### src/rtl/rph_pkg.sv
package rph_pkg;
   // ==========================================================
   // Register word indices on the AXI4-Lite bus (taken from address bits 17:2)
   localparam logic [15:0] SYNC_HIGH_ADDR  = 16'hdf00;
   localparam logic [15:0] SYNC_LOW_ADDR   = 16'hdf01;
   localparam logic [15:0] PKT_LEN_IDX     = 16'hdf02;
   localparam logic [15:0] PKT_CTRL_HI_IDX = 16'hdf03;
   localparam logic [15:0] PKT_CTRL_LO_IDX = 16'hdf04;
   localparam logic [15:0] OWN_ADDR_IDX    = 16'hdf05;
   localparam logic [15:0] CHANNEL_INDEX_IDX        = 16'hdf06;
   localparam logic [15:0] SPACING_IDX     = 16'hdf10;
   localparam logic [15:0] IRQ_STAT_IDX    = 16'hdf20;
   localparam logic [15:0] IRQ_EN_IDX      = 16'hdf21;
   localparam logic [15:0] IRQ_CLR_IDX     = 16'hdf22;
   localparam logic [15:0] FREQ_IDX        = 16'hdf23;
   // ==========================================================
   // Reset values
   localparam logic [7:0]  PKT_LEN_RST     = 8'hff;
   localparam logic [7:0]  CTRL_HI_RST     = 8'h04;
   localparam logic [7:0]  CTRL_LO_RST     = 8'h45;
   localparam logic [7:0]  SYNC_HIGH_RST   = 8'hd3;
   localparam logic [7:0]  SYNC_LOW_RST    = 8'h91;
   localparam logic [7:0]  SPACING_RST     = 8'h01;
   localparam logic [23:0] BASE_FREQ_RST   = 24'h000000;
   // ==========================================================
   // Field positions
   localparam int PQT_LSB   = 5;
   localparam int APP_BIT   = 2;
   localparam int WHITE_BIT = 6;
   localparam int FMT_LSB   = 4;
   localparam int LEG_BIT   = 3;
   localparam int CRC_BIT   = 2;
   // ==========================================================
   // Encodings and counts
   localparam logic [1:0] LEN_FIXED = 2'h0;
   localparam logic [1:0] LEN_VAR   = 2'h1;
   localparam logic [1:0] FMT_PN9   = 2'h2;
   localparam logic [1:0] ADR_NONE  = 2'h0;
   localparam logic [1:0] ADR_ZERO  = 2'h2;
   localparam logic [1:0] ADR_BOTH  = 2'h3;
   localparam logic [7:0] PQ_DROP   = 8'h08;
   localparam logic [2:0] NUM_IRQ   = 3'h3;
   localparam int         IRQ_PKT   = 0;
   localparam int         IRQ_DROP  = 1;
   localparam int         IRQ_SYNC  = 2;

   typedef enum logic [5:0] {
      ST_HUNT = 6'h01, ST_LEN = 6'h02, ST_ADR = 6'h04,
      ST_PAY  = 6'h08, ST_CRC = 6'h10, ST_STAT = 6'h20
   } rph_rx_t;

   typedef struct packed {
      logic [7:0] data;
      logic       valid;
      logic       last;
   } rph_byte_t;
endpackage : rph_pkg

### src/rtl/rph_crc_whiten.sv
`timescale 1ns/100ps
// ==========================================================
// Bitwise CRC16 and PN9 whitening step on one byte
module rph_crc_whiten
   import rph_pkg::*;
(
   input  wire logic [7:0]  dataIn,
   input  wire logic [15:0] crcIn,
   input  wire logic [8:0]  pnIn,
   input  wire logic        legacy,
   output logic      [15:0] crcOut,
   output logic      [8:0]  pnOut,
   output logic      [7:0]  pnByte
);
   // Byte-wide CRC (poly 0x8005) and eight-step PN9 advance
   always_comb begin
      logic [15:0] c;
      logic [8:0]  p;
      logic        fb;
      fb = 1'b0;
      c = crcIn;
      p = pnIn;
      pnByte = pnIn[7:0];
      for (int i = 7; i >= 0; i--) begin
         fb = (legacy ? dataIn[7 - i] : dataIn[i]) ^ c[15];
         c = {c[14:0], 1'b0} ^ (fb ? 16'h8005 : 16'h0000);
      end
      for (int j = 0; j < 8; j++) begin
         p = {p[0] ^ p[5], p[8:1]};
      end
      crcOut = c;
      pnOut = p;
   end
endmodule : rph_crc_whiten

### src/rtl/rph_packet_handler.sv
// Register access over AXI4-Lite is this design's own decision.
`timescale 1ns/100ps
// Contract
// - fixed mode uses packet length register as exact payload length
// - variable mode treats packet length register as maximum length
// - preamble counter +1 on bit change, -8 on repeat
// - sync accepted only when counter reaches 4*threshold; zero threshold always
// - status enable appends two bytes: strength, quality, CRC good
// - address mode 00 none, 01 own, 10 plus zero, 11 both
// - mode 11 accepts own, 0x00, 0xff; mode 10 own and 0x00
// - whitening bit defaults on, works only with legacy CRC cleared
// - format 10 sends PN9 data on transmit, normal in receive
// - CRC enable computes on transmit and checks on receive
// - length config 00 fixed, 01 from first byte after sync
// - received address compared with device address register
// - frequency equals base plus channel number times spacing
// - sync word is sixteen bits from high and low registers
module rph_packet_handler
   import rph_pkg::*;
(
   input  wire logic        clock,
   input  wire logic        rst,
   input  wire logic        clkEn,
   input  wire logic [31:0] awaddr,
   input  wire logic        awvalid,
   output logic             awready,
   input  wire logic [31:0] wdata,
   input  wire logic [3:0]  wstrb,
   input  wire logic        wvalid,
   output logic             wready,
   output logic      [1:0]  bresp,
   output logic             bvalid,
   input  wire logic        bready,
   input  wire logic [31:0] araddr,
   input  wire logic        arvalid,
   output logic             arready,
   output logic      [31:0] rdata,
   output logic      [1:0]  rresp,
   output logic             rvalid,
   input  wire logic        rready,
   input  wire logic        rxBit,
   input  wire logic        rxBitValid,
   input  wire logic [7:0]  rssi,
   input  wire logic [7:0]  lqi,
   input  wire logic        txByteReq,
   output rph_byte_t        txByte,
   output rph_byte_t        rxByte,
   output logic      [31:0] frequency,
   output logic             irq
);
   // ==========================================================
   // State
   typedef struct packed {
      logic        awDone, wDone, bv, rv;
      logic [15:0] wAddr;
      logic [31:0] wData;
      logic [31:0] rData;
      logic [1:0]  bResp, rResp;
      logic [7:0]  packet_length, ctrlHi, ctrlLo, ownAdr, channel_index, spacing, syncH, syncL;
      logic [23:0] baseFreq;
      logic [2:0]  irqStat, irqEn;
      logic        irqOut;
      logic [7:0]  pq;
      logic        lastBit;
      logic [15:0] shift;
      logic [2:0]  bitCnt;
      rph_rx_t     rxState;
      logic [7:0]  remain;
      logic [15:0] crc;
      logic [8:0]  pn;
      logic [1:0]  statCnt;
      logic        crcGood;
      logic [15:0] txCrc;
      logic [8:0]  txPn;
      logic [8:0]  txCnt;
      rph_byte_t   txOut, rxOut;
      logic [31:0] freqOut;
   } rph_state_t;

   rph_state_t st, next_st;

   logic [7:0]  rxRaw, rxPlain, txData;
   logic [15:0] crcNext, txCrcNext;
   logic [8:0]  pnNext, txPnNext;
   logic [7:0]  pnByte, txPnByte;
   logic        whiteOn, crcOn, sawByte;

   assign whiteOn = st.ctrlLo[WHITE_BIT] && !st.ctrlLo[LEG_BIT];
   assign crcOn   = st.ctrlLo[CRC_BIT];
   assign rxRaw   = {st.shift[6:0], rxBit}; // Byte completes with the bit arriving now
   assign rxPlain = whiteOn ? (rxRaw ^ pnByte) : rxRaw;
   assign txData  = (st.ctrlLo[FMT_LSB +: 2] == FMT_PN9) ? txPnByte : st.txCnt[7:0];

   // ==========================================================
   // Separate CRC and whitening steppers for receive and transmit
   rph_crc_whiten uRxStep (
      .dataIn (rxPlain),
      .crcIn  (st.crc),
      .pnIn   (st.pn),
      .legacy (st.ctrlLo[LEG_BIT]),
      .crcOut (crcNext),
      .pnOut  (pnNext),
      .pnByte (pnByte)
   );
   rph_crc_whiten uTxStep (
      .dataIn (txData),
      .crcIn  (st.txCrc),
      .pnIn   (st.txPn),
      .legacy (st.ctrlLo[LEG_BIT]),
      .crcOut (txCrcNext),
      .pnOut  (txPnNext),
      .pnByte (txPnByte)
   );

   // Address filter decision
   function automatic logic adrPass(input logic [1:0] m, input logic [7:0] a,
                                    input logic [7:0] own);
      adrPass = (m == ADR_NONE) || (a == own)
             || (m[1] && a == 8'h00) || (m == ADR_BOTH && a == 8'hff);
   endfunction : adrPass

   // ==========================================================
   // Next-state logic
   always_comb begin
      logic [15:0] ia;
      logic [2:0]  evt, clr;
      logic [7:0]  lenLimit;
      next_st = st;
      ia = 16'h0000;
      evt = 3'h0;
      clr = 3'h0;
      lenLimit = st.packet_length;
      sawByte = 1'b0;
      next_st.rxOut.valid = 1'b0;
      next_st.rxOut.last = 1'b0;
      next_st.txOut.valid = 1'b0;
      next_st.txOut.last = 1'b0;
      // Bus write channels
      if (awvalid && !st.awDone) begin
         next_st.awDone = 1'b1;
         next_st.wAddr = awaddr[17:2];
      end
      if (wvalid && !st.wDone) begin
         next_st.wDone = 1'b1;
         next_st.wData = wdata;
      end
      if (st.awDone && st.wDone && !st.bv) begin
         next_st.awDone = 1'b0;
         next_st.wDone = 1'b0;
         next_st.bv = 1'b1;
         next_st.bResp = 2'h0;
         if (wstrb[0]) begin
            unique case (st.wAddr)
               PKT_LEN_IDX:     next_st.packet_length = st.wData[7:0];
               PKT_CTRL_HI_IDX: next_st.ctrlHi = st.wData[7:0] & 8'he7;
               PKT_CTRL_LO_IDX: next_st.ctrlLo = st.wData[7:0] & 8'h7f;
               OWN_ADDR_IDX:    next_st.ownAdr = st.wData[7:0];
               CHANNEL_INDEX_IDX:        next_st.channel_index = st.wData[7:0];
               SPACING_IDX:     next_st.spacing = st.wData[7:0];
               SYNC_HIGH_ADDR:  next_st.syncH = st.wData[7:0];
               SYNC_LOW_ADDR:   next_st.syncL = st.wData[7:0];
               IRQ_EN_IDX:      next_st.irqEn = st.wData[2:0];
               IRQ_CLR_IDX:     clr = st.wData[2:0];
               FREQ_IDX:        next_st.baseFreq = st.wData[23:0];
               default:         next_st.bResp = 2'h2;
            endcase
         end
      end
      if (st.bv && bready) next_st.bv = 1'b0;
      // Bus read channel
      if (arvalid && !st.rv) begin
         ia = araddr[17:2];
         next_st.rv = 1'b1;
         next_st.rResp = 2'h0;
         next_st.rData = 32'h00000000;
         unique case (ia)
            PKT_LEN_IDX:     next_st.rData[7:0] = st.packet_length;
            PKT_CTRL_HI_IDX: next_st.rData[7:0] = st.ctrlHi;
            PKT_CTRL_LO_IDX: next_st.rData[7:0] = st.ctrlLo;
            OWN_ADDR_IDX:    next_st.rData[7:0] = st.ownAdr;
            CHANNEL_INDEX_IDX:        next_st.rData[7:0] = st.channel_index;
            SPACING_IDX:     next_st.rData[7:0] = st.spacing;
            SYNC_HIGH_ADDR:  next_st.rData[7:0] = st.syncH;
            SYNC_LOW_ADDR:   next_st.rData[7:0] = st.syncL;
            IRQ_STAT_IDX:    next_st.rData[2:0] = st.irqStat;
            IRQ_EN_IDX:      next_st.rData[2:0] = st.irqEn;
            IRQ_CLR_IDX:     next_st.rData = 32'h00000000;
            FREQ_IDX:        next_st.rData = st.freqOut;
            default:         next_st.rResp = 2'h2;
         endcase
      end
      if (st.rv && rready) next_st.rv = 1'b0;
      // Preamble quality counter, saturating at both ends
      if (rxBitValid) begin
         if (rxBit != st.lastBit)
            next_st.pq = (st.pq == 8'hff) ? st.pq : st.pq + 8'h01;
         else
            next_st.pq = (st.pq < PQ_DROP) ? 8'h00 : st.pq - PQ_DROP;
         next_st.lastBit = rxBit;
         next_st.shift = {st.shift[14:0], rxBit};
      end
      // Receive framing
      if (rxBitValid && st.rxState != ST_HUNT) begin
         next_st.bitCnt = st.bitCnt + 3'h1;
         sawByte = (st.bitCnt == 3'h7);
      end
      unique case (st.rxState)
         ST_HUNT: begin
            if (rxBitValid && {st.shift[14:0], rxBit} == {st.syncH, st.syncL}
                && {3'h0, st.pq} >= {st.ctrlHi[PQT_LSB +: 3], 2'h0}) begin
               evt[IRQ_SYNC] = 1'b1;
               next_st.bitCnt = 3'h0;
               next_st.crc = 16'hffff;
               next_st.pn = 9'h1ff;
               next_st.crcGood = 1'b1;
               next_st.statCnt = 2'h0;
               next_st.remain = st.packet_length;
               next_st.rxState = (st.ctrlLo[1:0] == LEN_VAR) ? ST_LEN
                               : (st.ctrlHi[1:0] != ADR_NONE) ? ST_ADR : ST_PAY;
            end
         end
         ST_LEN: if (sawByte) begin
            next_st.crc = crcNext;
            next_st.pn = pnNext;
            next_st.remain = rxPlain;
            if (rxPlain > lenLimit || rxPlain == 8'h00) begin
               evt[IRQ_DROP] = 1'b1;
               next_st.rxState = ST_HUNT;
            end else
               next_st.rxState = (st.ctrlHi[1:0] != ADR_NONE) ? ST_ADR : ST_PAY;
         end
         ST_ADR: if (sawByte) begin
            if (!adrPass(st.ctrlHi[1:0], rxPlain, st.ownAdr)) begin
               evt[IRQ_DROP] = 1'b1;
               next_st.rxState = ST_HUNT;
            end else begin
               next_st.crc = crcNext;
               next_st.pn = pnNext;
               next_st.remain = st.remain - 8'h01;
               next_st.rxOut = '{data: rxPlain, valid: 1'b1, last: 1'b0};
               next_st.rxState = (st.remain == 8'h01) ?
                                 (crcOn ? ST_CRC : ST_STAT) : ST_PAY;
            end
         end
         ST_PAY: if (sawByte) begin
            next_st.crc = crcNext;
            next_st.pn = pnNext;
            next_st.remain = st.remain - 8'h01;
            next_st.rxOut = '{data: rxPlain, valid: 1'b1, last: 1'b0};
            if (st.remain == 8'h01) next_st.rxState = crcOn ? ST_CRC : ST_STAT;
         end
         ST_CRC: if (sawByte) begin
            next_st.crc = crcNext;
            next_st.pn = pnNext;
            next_st.statCnt = st.statCnt + 2'h1;
            if (st.statCnt == 2'h1) begin
               next_st.crcGood = (crcNext == 16'h0000);
               next_st.statCnt = 2'h0;
               next_st.rxState = ST_STAT;
            end
         end
         ST_STAT: begin
            next_st.statCnt = st.statCnt + 2'h1;
            if (!st.ctrlHi[APP_BIT] || st.statCnt == 2'h1) begin
               next_st.rxState = ST_HUNT;
               evt[IRQ_PKT] = 1'b1;
            end
            if (st.ctrlHi[APP_BIT])
               next_st.rxOut = '{data: (st.statCnt == 2'h0) ? rssi
                                       : {st.crcGood, lqi[6:0]},
                                 valid: 1'b1, last: (st.statCnt == 2'h1)};
         end
         default: next_st.rxState = ST_HUNT;
      endcase
      // Transmit byte source: payload, then CRC
      if (txByteReq) begin
         if (st.txCnt < {1'b0, st.packet_length}) begin
            next_st.txOut = '{data: whiteOn ? (txData ^ txPnByte) : txData, valid: 1'b1,
                              last: !crcOn && st.txCnt == {1'b0, st.packet_length} - 9'h001};
            next_st.txCrc = txCrcNext;
            next_st.txPn = txPnNext;
            next_st.txCnt = st.txCnt + 9'h001;
         end else if (crcOn && st.txCnt < {1'b0, st.packet_length} + 9'h002) begin
            next_st.txOut = '{data: (st.txCnt == {1'b0, st.packet_length}) ? st.txCrc[15:8]
                                    : st.txCrc[7:0], valid: 1'b1,
                              last: st.txCnt != {1'b0, st.packet_length}};
            next_st.txCnt = st.txCnt + 9'h001;
         end else begin
            next_st.txCnt = 9'h000;
            next_st.txCrc = 16'hffff;
            next_st.txPn = 9'h1ff;
         end
      end
      // Sticky events: set wins over clear
      next_st.irqStat = (st.irqStat & ~clr) | evt;
      next_st.irqOut = |(next_st.irqStat & st.irqEn);
      next_st.freqOut = {8'h00, st.baseFreq} + 32'(st.channel_index) * 32'(st.spacing);
   end

   // ==========================================================
   // State register with clock enable
   always_ff @(posedge clock) begin
      if (rst) begin
         st <= '0;
         st.packet_length <= PKT_LEN_RST;
         st.ctrlHi <= CTRL_HI_RST;
         st.ctrlLo <= CTRL_LO_RST;
         st.syncH <= SYNC_HIGH_RST;
         st.syncL <= SYNC_LOW_RST;
         st.spacing <= SPACING_RST;
         st.baseFreq <= BASE_FREQ_RST;
         st.rxState <= ST_HUNT;
         st.txCrc <= 16'hffff;
         st.txPn <= 9'h1ff;
      end else if (clkEn) begin
         st <= next_st;
      end
   end

   // Outputs straight from state flops
   assign awready = !st.awDone;
   assign wready = !st.wDone;
   assign bvalid = st.bv;
   assign bresp = st.bResp;
   assign arready = !st.rv;
   assign rvalid = st.rv;
   assign rdata = st.rData;
   assign rresp = st.rResp;
   assign txByte = st.txOut;
   assign rxByte = st.rxOut;
   assign frequency = st.freqOut;
   assign irq = st.irqOut;

   // ==========================================================
   // Checks
   property p_varMax;
      @(posedge clock) disable iff (rst)
      (clkEn && st.rxState == ST_LEN && sawByte && rxPlain > st.packet_length)
         |=> st.rxState == ST_HUNT;
   endproperty
   a_varMax: assert property (p_varMax) else $error("oversized length kept");
   property p_pqDrop;
      @(posedge clock) disable iff (rst)
      (clkEn && rxBitValid && rxBit == st.lastBit && st.pq >= 8'h08)
         |=> st.pq == $past(st.pq) - 8'h08;
   endproperty
   a_pqDrop: assert property (p_pqDrop) else $error("quality drop wrong");
   property p_adrDrop;
      @(posedge clock) disable iff (rst)
      (clkEn && st.rxState == ST_ADR && sawByte && !adrPass(st.ctrlHi[1:0], rxPlain, st.ownAdr))
         |=> !st.rxOut.valid && st.rxState == ST_HUNT;
   endproperty
   a_adrDrop: assert property (p_adrDrop) else $error("bad address delivered");
   property p_fixedLen;
      @(posedge clock) disable iff (rst)
      (clkEn && st.rxState == ST_HUNT && next_st.rxState == ST_PAY) |=> st.remain == $past(st.packet_length);
   endproperty
   a_fixedLen: assert property (p_fixedLen) else $error("fixed length wrong");
   property p_freq;
      @(posedge clock) disable iff (rst)
      clkEn ##1 clkEn |=> frequency == $past({8'h00, st.baseFreq} + 32'(st.channel_index) * 32'(st.spacing), 1);
   endproperty
   a_freq: assert property (p_freq) else $error("frequency wrong");
   property p_whiteLeg;
      @(posedge clock) disable iff (rst) st.ctrlLo[LEG_BIT] |-> !whiteOn;
   endproperty
   a_whiteLeg: assert property (p_whiteLeg) else $error("whitening with legacy CRC");
   property p_pqGate;
      @(posedge clock) disable iff (rst)
      (clkEn && st.rxState == ST_HUNT && {3'h0, st.pq} < {st.ctrlHi[7:5], 2'h0}) |=> st.rxState == ST_HUNT;
   endproperty
   a_pqGate: assert property (p_pqGate) else $error("sync accepted below quality");
   property p_noStat;
      @(posedge clock) disable iff (rst)
      (clkEn && st.rxState == ST_STAT && !st.ctrlHi[APP_BIT]) |=> !st.rxOut.valid;
   endproperty
   a_noStat: assert property (p_noStat) else $error("status bytes without enable");
endmodule : rph_packet_handler

### config.mk
export PLATFORM = sky130hd
export DESIGN_NAME = rph_packet_handler
export DESIGN_NICKNAME = d
export VERILOG_FILES = /design/src/rtl/rph_pkg.sv /design/src/rtl/rph_crc_whiten.sv /design/src/rtl/rph_packet_handler.sv
export SDC_FILE = /design/constraint.sdc
export NUM_CORES = 1
export LEC_CHECK = 0
export BUFFER_PORTS_ARGS = -buffer_cell sky130_fd_sc_hd__buf_2
export CORE_MARGIN = 8
export CORE_UTILIZATION = 40
export DETAILED_ROUTE_END_ITERATION = 12
export SLEW_MARGIN = 20
export SYNTH_ARGS = -nofsm -noshare
export SYNTH_HDL_FRONTEND = slang
export SYNTH_SLANG_ARGS = --single-unit
### constraint.sdc
create_clock -name clock -period 7.97 [get_ports clock]
set_input_delay 0.797 -clock clock [delete_from_list [all_inputs] [get_ports clock]]
set_output_delay 0.797 -clock clock [all_outputs]
set_load 0.005 [all_outputs]
==> metrics.txt, run 1 <==
HP Class reg -> reg; die height 241 um; routed vias 17200; Synth top cells by count nand2_1 (327), dfxtp_1 (310), nor2_1 (188); maximum clock frequency 185 MHz; CTS tree done; combinational fraction of design power 7.4%; DP Cell Count 3074; die width 241 um; CTS Buffer Depth 3; gr ovfl total 0; max-slew violations 0; IO Count 221; layout cells sized above 1 12.8%; total core area 50100 um^2; share of the synthesized area in the top cell type 30.7%; Yosys cell types 89; Setup crit end kind flop; hpwl dp 41.0 mm; antenna-violating nets left 0; status finished, final reports clean; fraction of power consumed by sequential logic 44.5%; DRC Markers 0; Syn Inst Count 2481; final count of negative-setup-slack endpoints 0; Rows 82; NetSw 921 uW; final hold vios 0; Int Pwr 2.72 mW; Post-CTS Setup Bufs 0; Root Buffer clkbuf_16; peak supply drop 0.000171 V; First DRT Iteration DRCs 1268; Die ar. 58000 um^2; cell taking the most area after synthesis dfxtp_1; Hold WS 448 ps; area growth from synthesis to layout 8.17%; Fin Clk Skew 29.5 ps; Pwr Density 167 nW/um^2; Area after DPL 20600 um^2; GPL Wtd Cong 0.908; cts hold-fix bufs 0; Worst-Skew Late Latency 560 ps; Nets 2703; Area contributors post-synth dfxtp_1 (31%), nand2_1 (6.1%), ha_1 (5.1%), fa_1 (5.0%), a21oi_1 (4.5%); Post-synth ARST share 0%; H-Tree Level Count 2; Worst setup SP type flop; Routed WL 58.2 mm; CP arrival 5870 ps; most numerous cell in the Yosys netlist nand2_1; fin crit share 68.0%; Post-synth top flop dfxtp_1; largest net degree at the start of global routing 176; post_cts resized 0; Seq/Total Area, Yosys 30.7%; worst slew pin tran 1100 ps; max-cap viol count 0; Yosys warning count 0; RSZ-0062 raised after global routing no; flops & latches, synth 310; Layout Cells excl Fill 3142; Setup CP Type reg -> reg; Sw Share 25.3%; TritonCTS Buffers 39; final instance area 21900 um^2; Critical Path RT 8420 ps; Post-Syn Area 20200 um^2; IO buf count 160; Sink Count 310; Avg Inst Size Synth 8.15 um^2; Slew headroom 26.5%; initial antenna violation count 1; Period minus WS final 5420 ps; setup TNS 0 ps; routed len/inst 18.5 um; # fillers 5076; clock network fraction of design power 48.1%; drt pass-1 iters 5; CP Max Fanout 10; P_leak 8.86 nW; vias in the first global route 16900; Post-synth EDFFs 0; Initial Util 40.4%; Clock transition at path regs 60 ps; GRT Util Overall 19.6%; first-pass GRT wire length 91.7 mm; vias per cell 5.47
state kept, by name, indices dropped and copies added, names as in the netlist:
register and count:
st 227, frequency 25, rdata 25, rxByte 10, txByte 10, rxRaw 7, bresp 1, bvalid 1
crcOn 1, irq 1, rresp 1, rvalid 1
logic make-up (layout without fill, tap and decap cells):
logic type	after synthesis	count (layout)	synth area share (%)
XOR/XNOR	135	135	6.30
AO/OA/AOI/OAI	483	483	15.8
buffers and inverters	417	389	9.91
multiplexers	93	93	5.41
other	1	18	0.0186
AND/OR/NAND/NOR	909	909	21.8
flip-flops	310	310	30.7
adder cells (fa/ha/maj)	133	133	10.1
placed cells by master, fill, tap and decap left out, drive strengths merged, types with 44 or more instances in the layout:
master and count:
a21oi 181, fa 50, nand3b 45, xnor2 80, inv 151, xor2 53, buf 174, a211oi 57
nand3 97, and2 44, ha 83, dfxtp 310, nand2 330, clkbuf 47, nor2 188, mux2i 72
o21ai 71, nor3 46
worst paths after layout:
path | startpoint | endpoint | slack (ps) | depth (start not counted)
setup / recovery | st[216] | frequency[19] | 2550 | 18
hold / removal | rdata[1] | rdata[1] | 450 | 2
setup reg to reg | st[216] | frequency[19] | 2550 | 18
hold reg to reg | rdata[1] | rdata[1] | 450 | 2
final cells by class:
class / count / area (um^2) / share of cell area, %
inverter: 149 / 559 / 2.56
clock inverter: 19 / 198 / 0.904
timing repair buffer: 174 / 928 / 4.25
antenna: 2 / 5.00 / 0.0229
sequential: 310 / 6210 / 28.4
clock buffer: 47 / 1050 / 4.79
multi-input combinational: 1769 / 12100 / 55.2
tap: 672 / 841 / 3.85
power by group through the flow:
stage	logic (mW)	clock network, mW	registers (mW)
2_1_floorplan	0.212	0	1.63
3_3_place_gp	0.262	0	1.65
3_5_place_dp	0.269	0	1.65
4_1_cts	0.270	1.80	1.62
5_1_grt	0.298	1.85	1.62
6_report	0.269	1.75	1.62
critical path, cell delays in order (launching register included):
cell	delay [ps]
dfxtp_1	590
nand2_1	130
fa_1	530
inv_1	60
fa_1	470
ha_1	300
inv_1	50
fa_1	540
inv_1	50
ha_1	310
nor2b_1	150
o21ai_0	390
a21oi_1	190
o21ai_0	280
a311oi_1	200
o31ai_1	550
nor2b_1	130
xnor2_1	150
a211oi_1	240
metal layers:
layer | track usage [%] | routed length [um] | vias up
li1 | - | - | 8278
met2 | 32.4 | 27300 | 581
met4 | 7.93 | 1920 | 0
met5 | 0 | 0 | -
met1 | 24.9 | 25000 | 8210
met3 | 4.00 | 3950 | 124
through the flow:
stage	total power [mW]	setup slack (ps)	util [%]
after floorplan	1.84	3350	-
after global routing	3.78	2260	43.7
after detailed placement	1.92	2660	41.2
final	3.64	2550	43.7
after global placement	1.92	2750	41.2
after CTS	3.69	2590	43.6
No activity file was read; power rests on OpenSTA's default activity.
==> run 2: changes to the inputs <==
Clock period 7.97 ns to 4.94 ns, I/O delays scaled along.
==> metrics.txt, run 2 (synthesis results as in run 1) <==
Critical Path RT 5340 ps (was 8420 ps); Initial Util 40.4% (unchanged); gr ovfl total 0 (unchanged); Hold WS 168 ps (was 448 ps); DP Cell Count 3114 (was 3074); area growth from synthesis to layout 9.92% (was 8.17%); fraction of power consumed by sequential logic 44.4% (was 44.5%); Period minus WS final 4760 ps (was 5420 ps); cts hold-fix bufs 0 (unchanged); setup TNS 0 ps (unchanged); cell chain of the critical path and2_1, fa_1, fa_1, inv_1, fa_1, fa_1, inv_1, ha_1, a21o_1, a21o_1, a21oi_1, a311oi_2, buf_4, o31a_1, or3_1, nand3_1, a21oi_1 (was nand2_1, fa_1, inv_1, fa_1, ha_1, inv_1, fa_1, inv_1, ha_1, nor2b_1, o21ai_0, a21oi_1, o21ai_0, a311oi_1, o31ai_1, nor2b_1, xnor2_1, a211oi_1); worst r2r src st[210] (was st[216]); First DRT Iteration DRCs 1199 (was 1268); slowest cell on the critical path dfxtp_1 (unchanged); max-cap viol count 0 (unchanged); R2R cell count 17 (was 18); Die ar. 58000 um^2 (unchanged); max reg flops 227 (unchanged); TritonCTS Buffers 37 (was 39); Critical Path End frequency[17] (was frequency[19]); IO Count 221 (unchanged); CTS Buffer Depth 3 (unchanged); routed len/inst 18.5 um (about the same); most frequent cells in the layout nand2_1 (327), dfxtp_1 (305), nor2_1 (187) (was nand2_1 (327), dfxtp_1 (310), nor2_1 (187)); Clock transition at path regs 70 ps (was 60 ps); P_leak 9.07 nW (was 8.86 nW); antenna-violating nets left 0 (unchanged); worst path buffer plus inverter count 3 (unchanged); Area after DPL 20900 um^2 (was 20600 um^2); hpwl dp 42.4 mm (was 41.0 mm); cell depth of the worst setup path 17 (was 18); final hold vios 0 (unchanged); worst r2r dst frequency[17] (was frequency[19]); first-pass GRT wire length 92.7 mm (was 91.7 mm); H-Tree Level Count 2 (unchanged); DRC Markers 0 (unchanged); register-to-register setup slack 180 ps (was 2550 ps); Nets 2743 (was 2703); status finished, final reports clean (unchanged); NetSw 1.47 mW (was 921 uW); CP arrival 5160 ps (was 5870 ps); max-slew violations 0 (unchanged); worst slew pin tran 1100 ps (about the same); most common cell after layout, fill and taps aside nand2_1 (unchanged); Layout Cells excl Fill 3182 (was 3142); CP Max Fanout 10 (unchanged); Sink Count 310 (unchanged); combinational fraction of design power 7.4% (about the same); Routed WL 59.0 mm (was 58.2 mm); GRT Util Overall 19.8% (was 19.6%); hold path depth 3 (was 2); Setup crit end kind flop (unchanged); clock network fraction of design power 48.2% (was 48.1%); n_diodes 0 (was 2); largest reg by FF count st (unchanged); CTS tree done (unchanged); Total Power 5.89 mW (was 3.64 mW); cell mode on critical path fa_1; IO buf count 160 (unchanged); Sw Share 24.9% (was 25.3%); Worst-Skew Late Latency 560 ps (about the same); Int Pwr 4.42 mW (was 2.72 mW); die width 241 um (unchanged); peak supply drop 0.000276 V (was 0.000171 V); CP peak stage delay 550 ps (was 590 ps); initial antenna violation count 1 (unchanged); cell family with most CP delay adder cells (unchanged); fin crit share 96.3% (was 68.0%); vias per cell 5.43 (was 5.47); HP Class in -> reg (was reg -> reg); die height 241 um (unchanged); drt pass-1 iters 5 (unchanged); Rows 82 (unchanged); maximum clock frequency 210 MHz (was 185 MHz); total core area 50100 um^2 (unchanged); Setup CP Type reg -> reg (unchanged); routed vias 17300 (was 17200); Fin Clk Skew 20.3 ps (was 29.5 ps); vias in the first global route 16900 (about the same); Slew headroom 26.3% (was 26.5%); # fillers 5088 (was 5076); final count of negative-setup-slack endpoints 0 (unchanged); layout cells sized above 1 14.5% (was 12.8%); Root Buffer clkbuf_16 (unchanged); CP Launch Point st[210] (was st[216]); final instance area 22200 um^2 (was 21900 um^2); Pwr Density 265 nW/um^2 (was 167 nW/um^2); largest net degree at the start of global routing 138 (was 176); GPL Wtd Cong 0.896 (was 0.908); RSZ-0062 raised after global routing yes (was no); Worst setup SP type flop (unchanged)
[run 2: repair_timing]
item	4_1_cts	5_1_grt
hold endpoints to repair	0	0
gates resized for setup	3	9
pin swaps	1	3
setup buffers	0	2
setup endpoints to repair	3	8
[run 2: how the worst min path moves through the flow]
stage / startpoint / endpoint
finish: wdata[16] / st[303]
floorplan: rdata[0] / rdata[0]
detailed placement: rdata[8] / rdata[8]
global route: wdata[16] / st[303]
CTS: wdata[15] / st[302]
global placement: rdata[8] / rdata[8]
[run 2: layout make-up]
class                           instances  area, um^2  area share, %
Clock buffer                           54        1090           4.91
Clock inverter                         12         170          0.766
Inverter                              149         559           2.52
Multi-Input combinational cell       1769       12100           54.4
Sequential cell                       310        6210           28.0
Tap cell                              672         841           3.79
Timing Repair Buffer                  216        1240           5.60
[run 2: metrics by stage]
stage	setup slack (ps)	utilization [%]
finish	182	44.4
global route	-23.0	44.4
CTS	30.7	44.3
detailed placement	-68.6	41.8
global placement	14.2	41.8
floorplan	321	-
[run 2: per-layer routing]
layer	share of wire [%]	wire (um)	up-vias	GRT usage (%)
li1	-	-	8370	-
met1	44	25800	8305	25.5
met2	47	27900	518	33.5
met3	6.3	3730	95	3.92
met4	2.7	1590	0	5.87
met5	0	0	-	0
[run 2: worst register-to-register path: stages (launching register included)]
cell,delay (ps)
dfxtp_1,550
and2_1,200
fa_1,430
fa_1,510
inv_1,50
fa_1,460
fa_1,490
inv_1,40
ha_1,300
a21o_1,180
a21o_1,190
a21oi_1,220
a311oi_2,100
buf_4,170
o31a_1,240
or3_1,300
nand3_1,90
a21oi_1,70
[run 2: power by group through the flow]
stage	combinational [mW]	sequential (mW)	clock (mW)
after detailed placement	0.435	2.67	0
after floorplan	0.343	2.63	0
final	0.436	2.62	2.84
after global placement	0.427	2.67	0
after global routing	0.479	2.62	3.02
after CTS	0.436	2.62	2.91
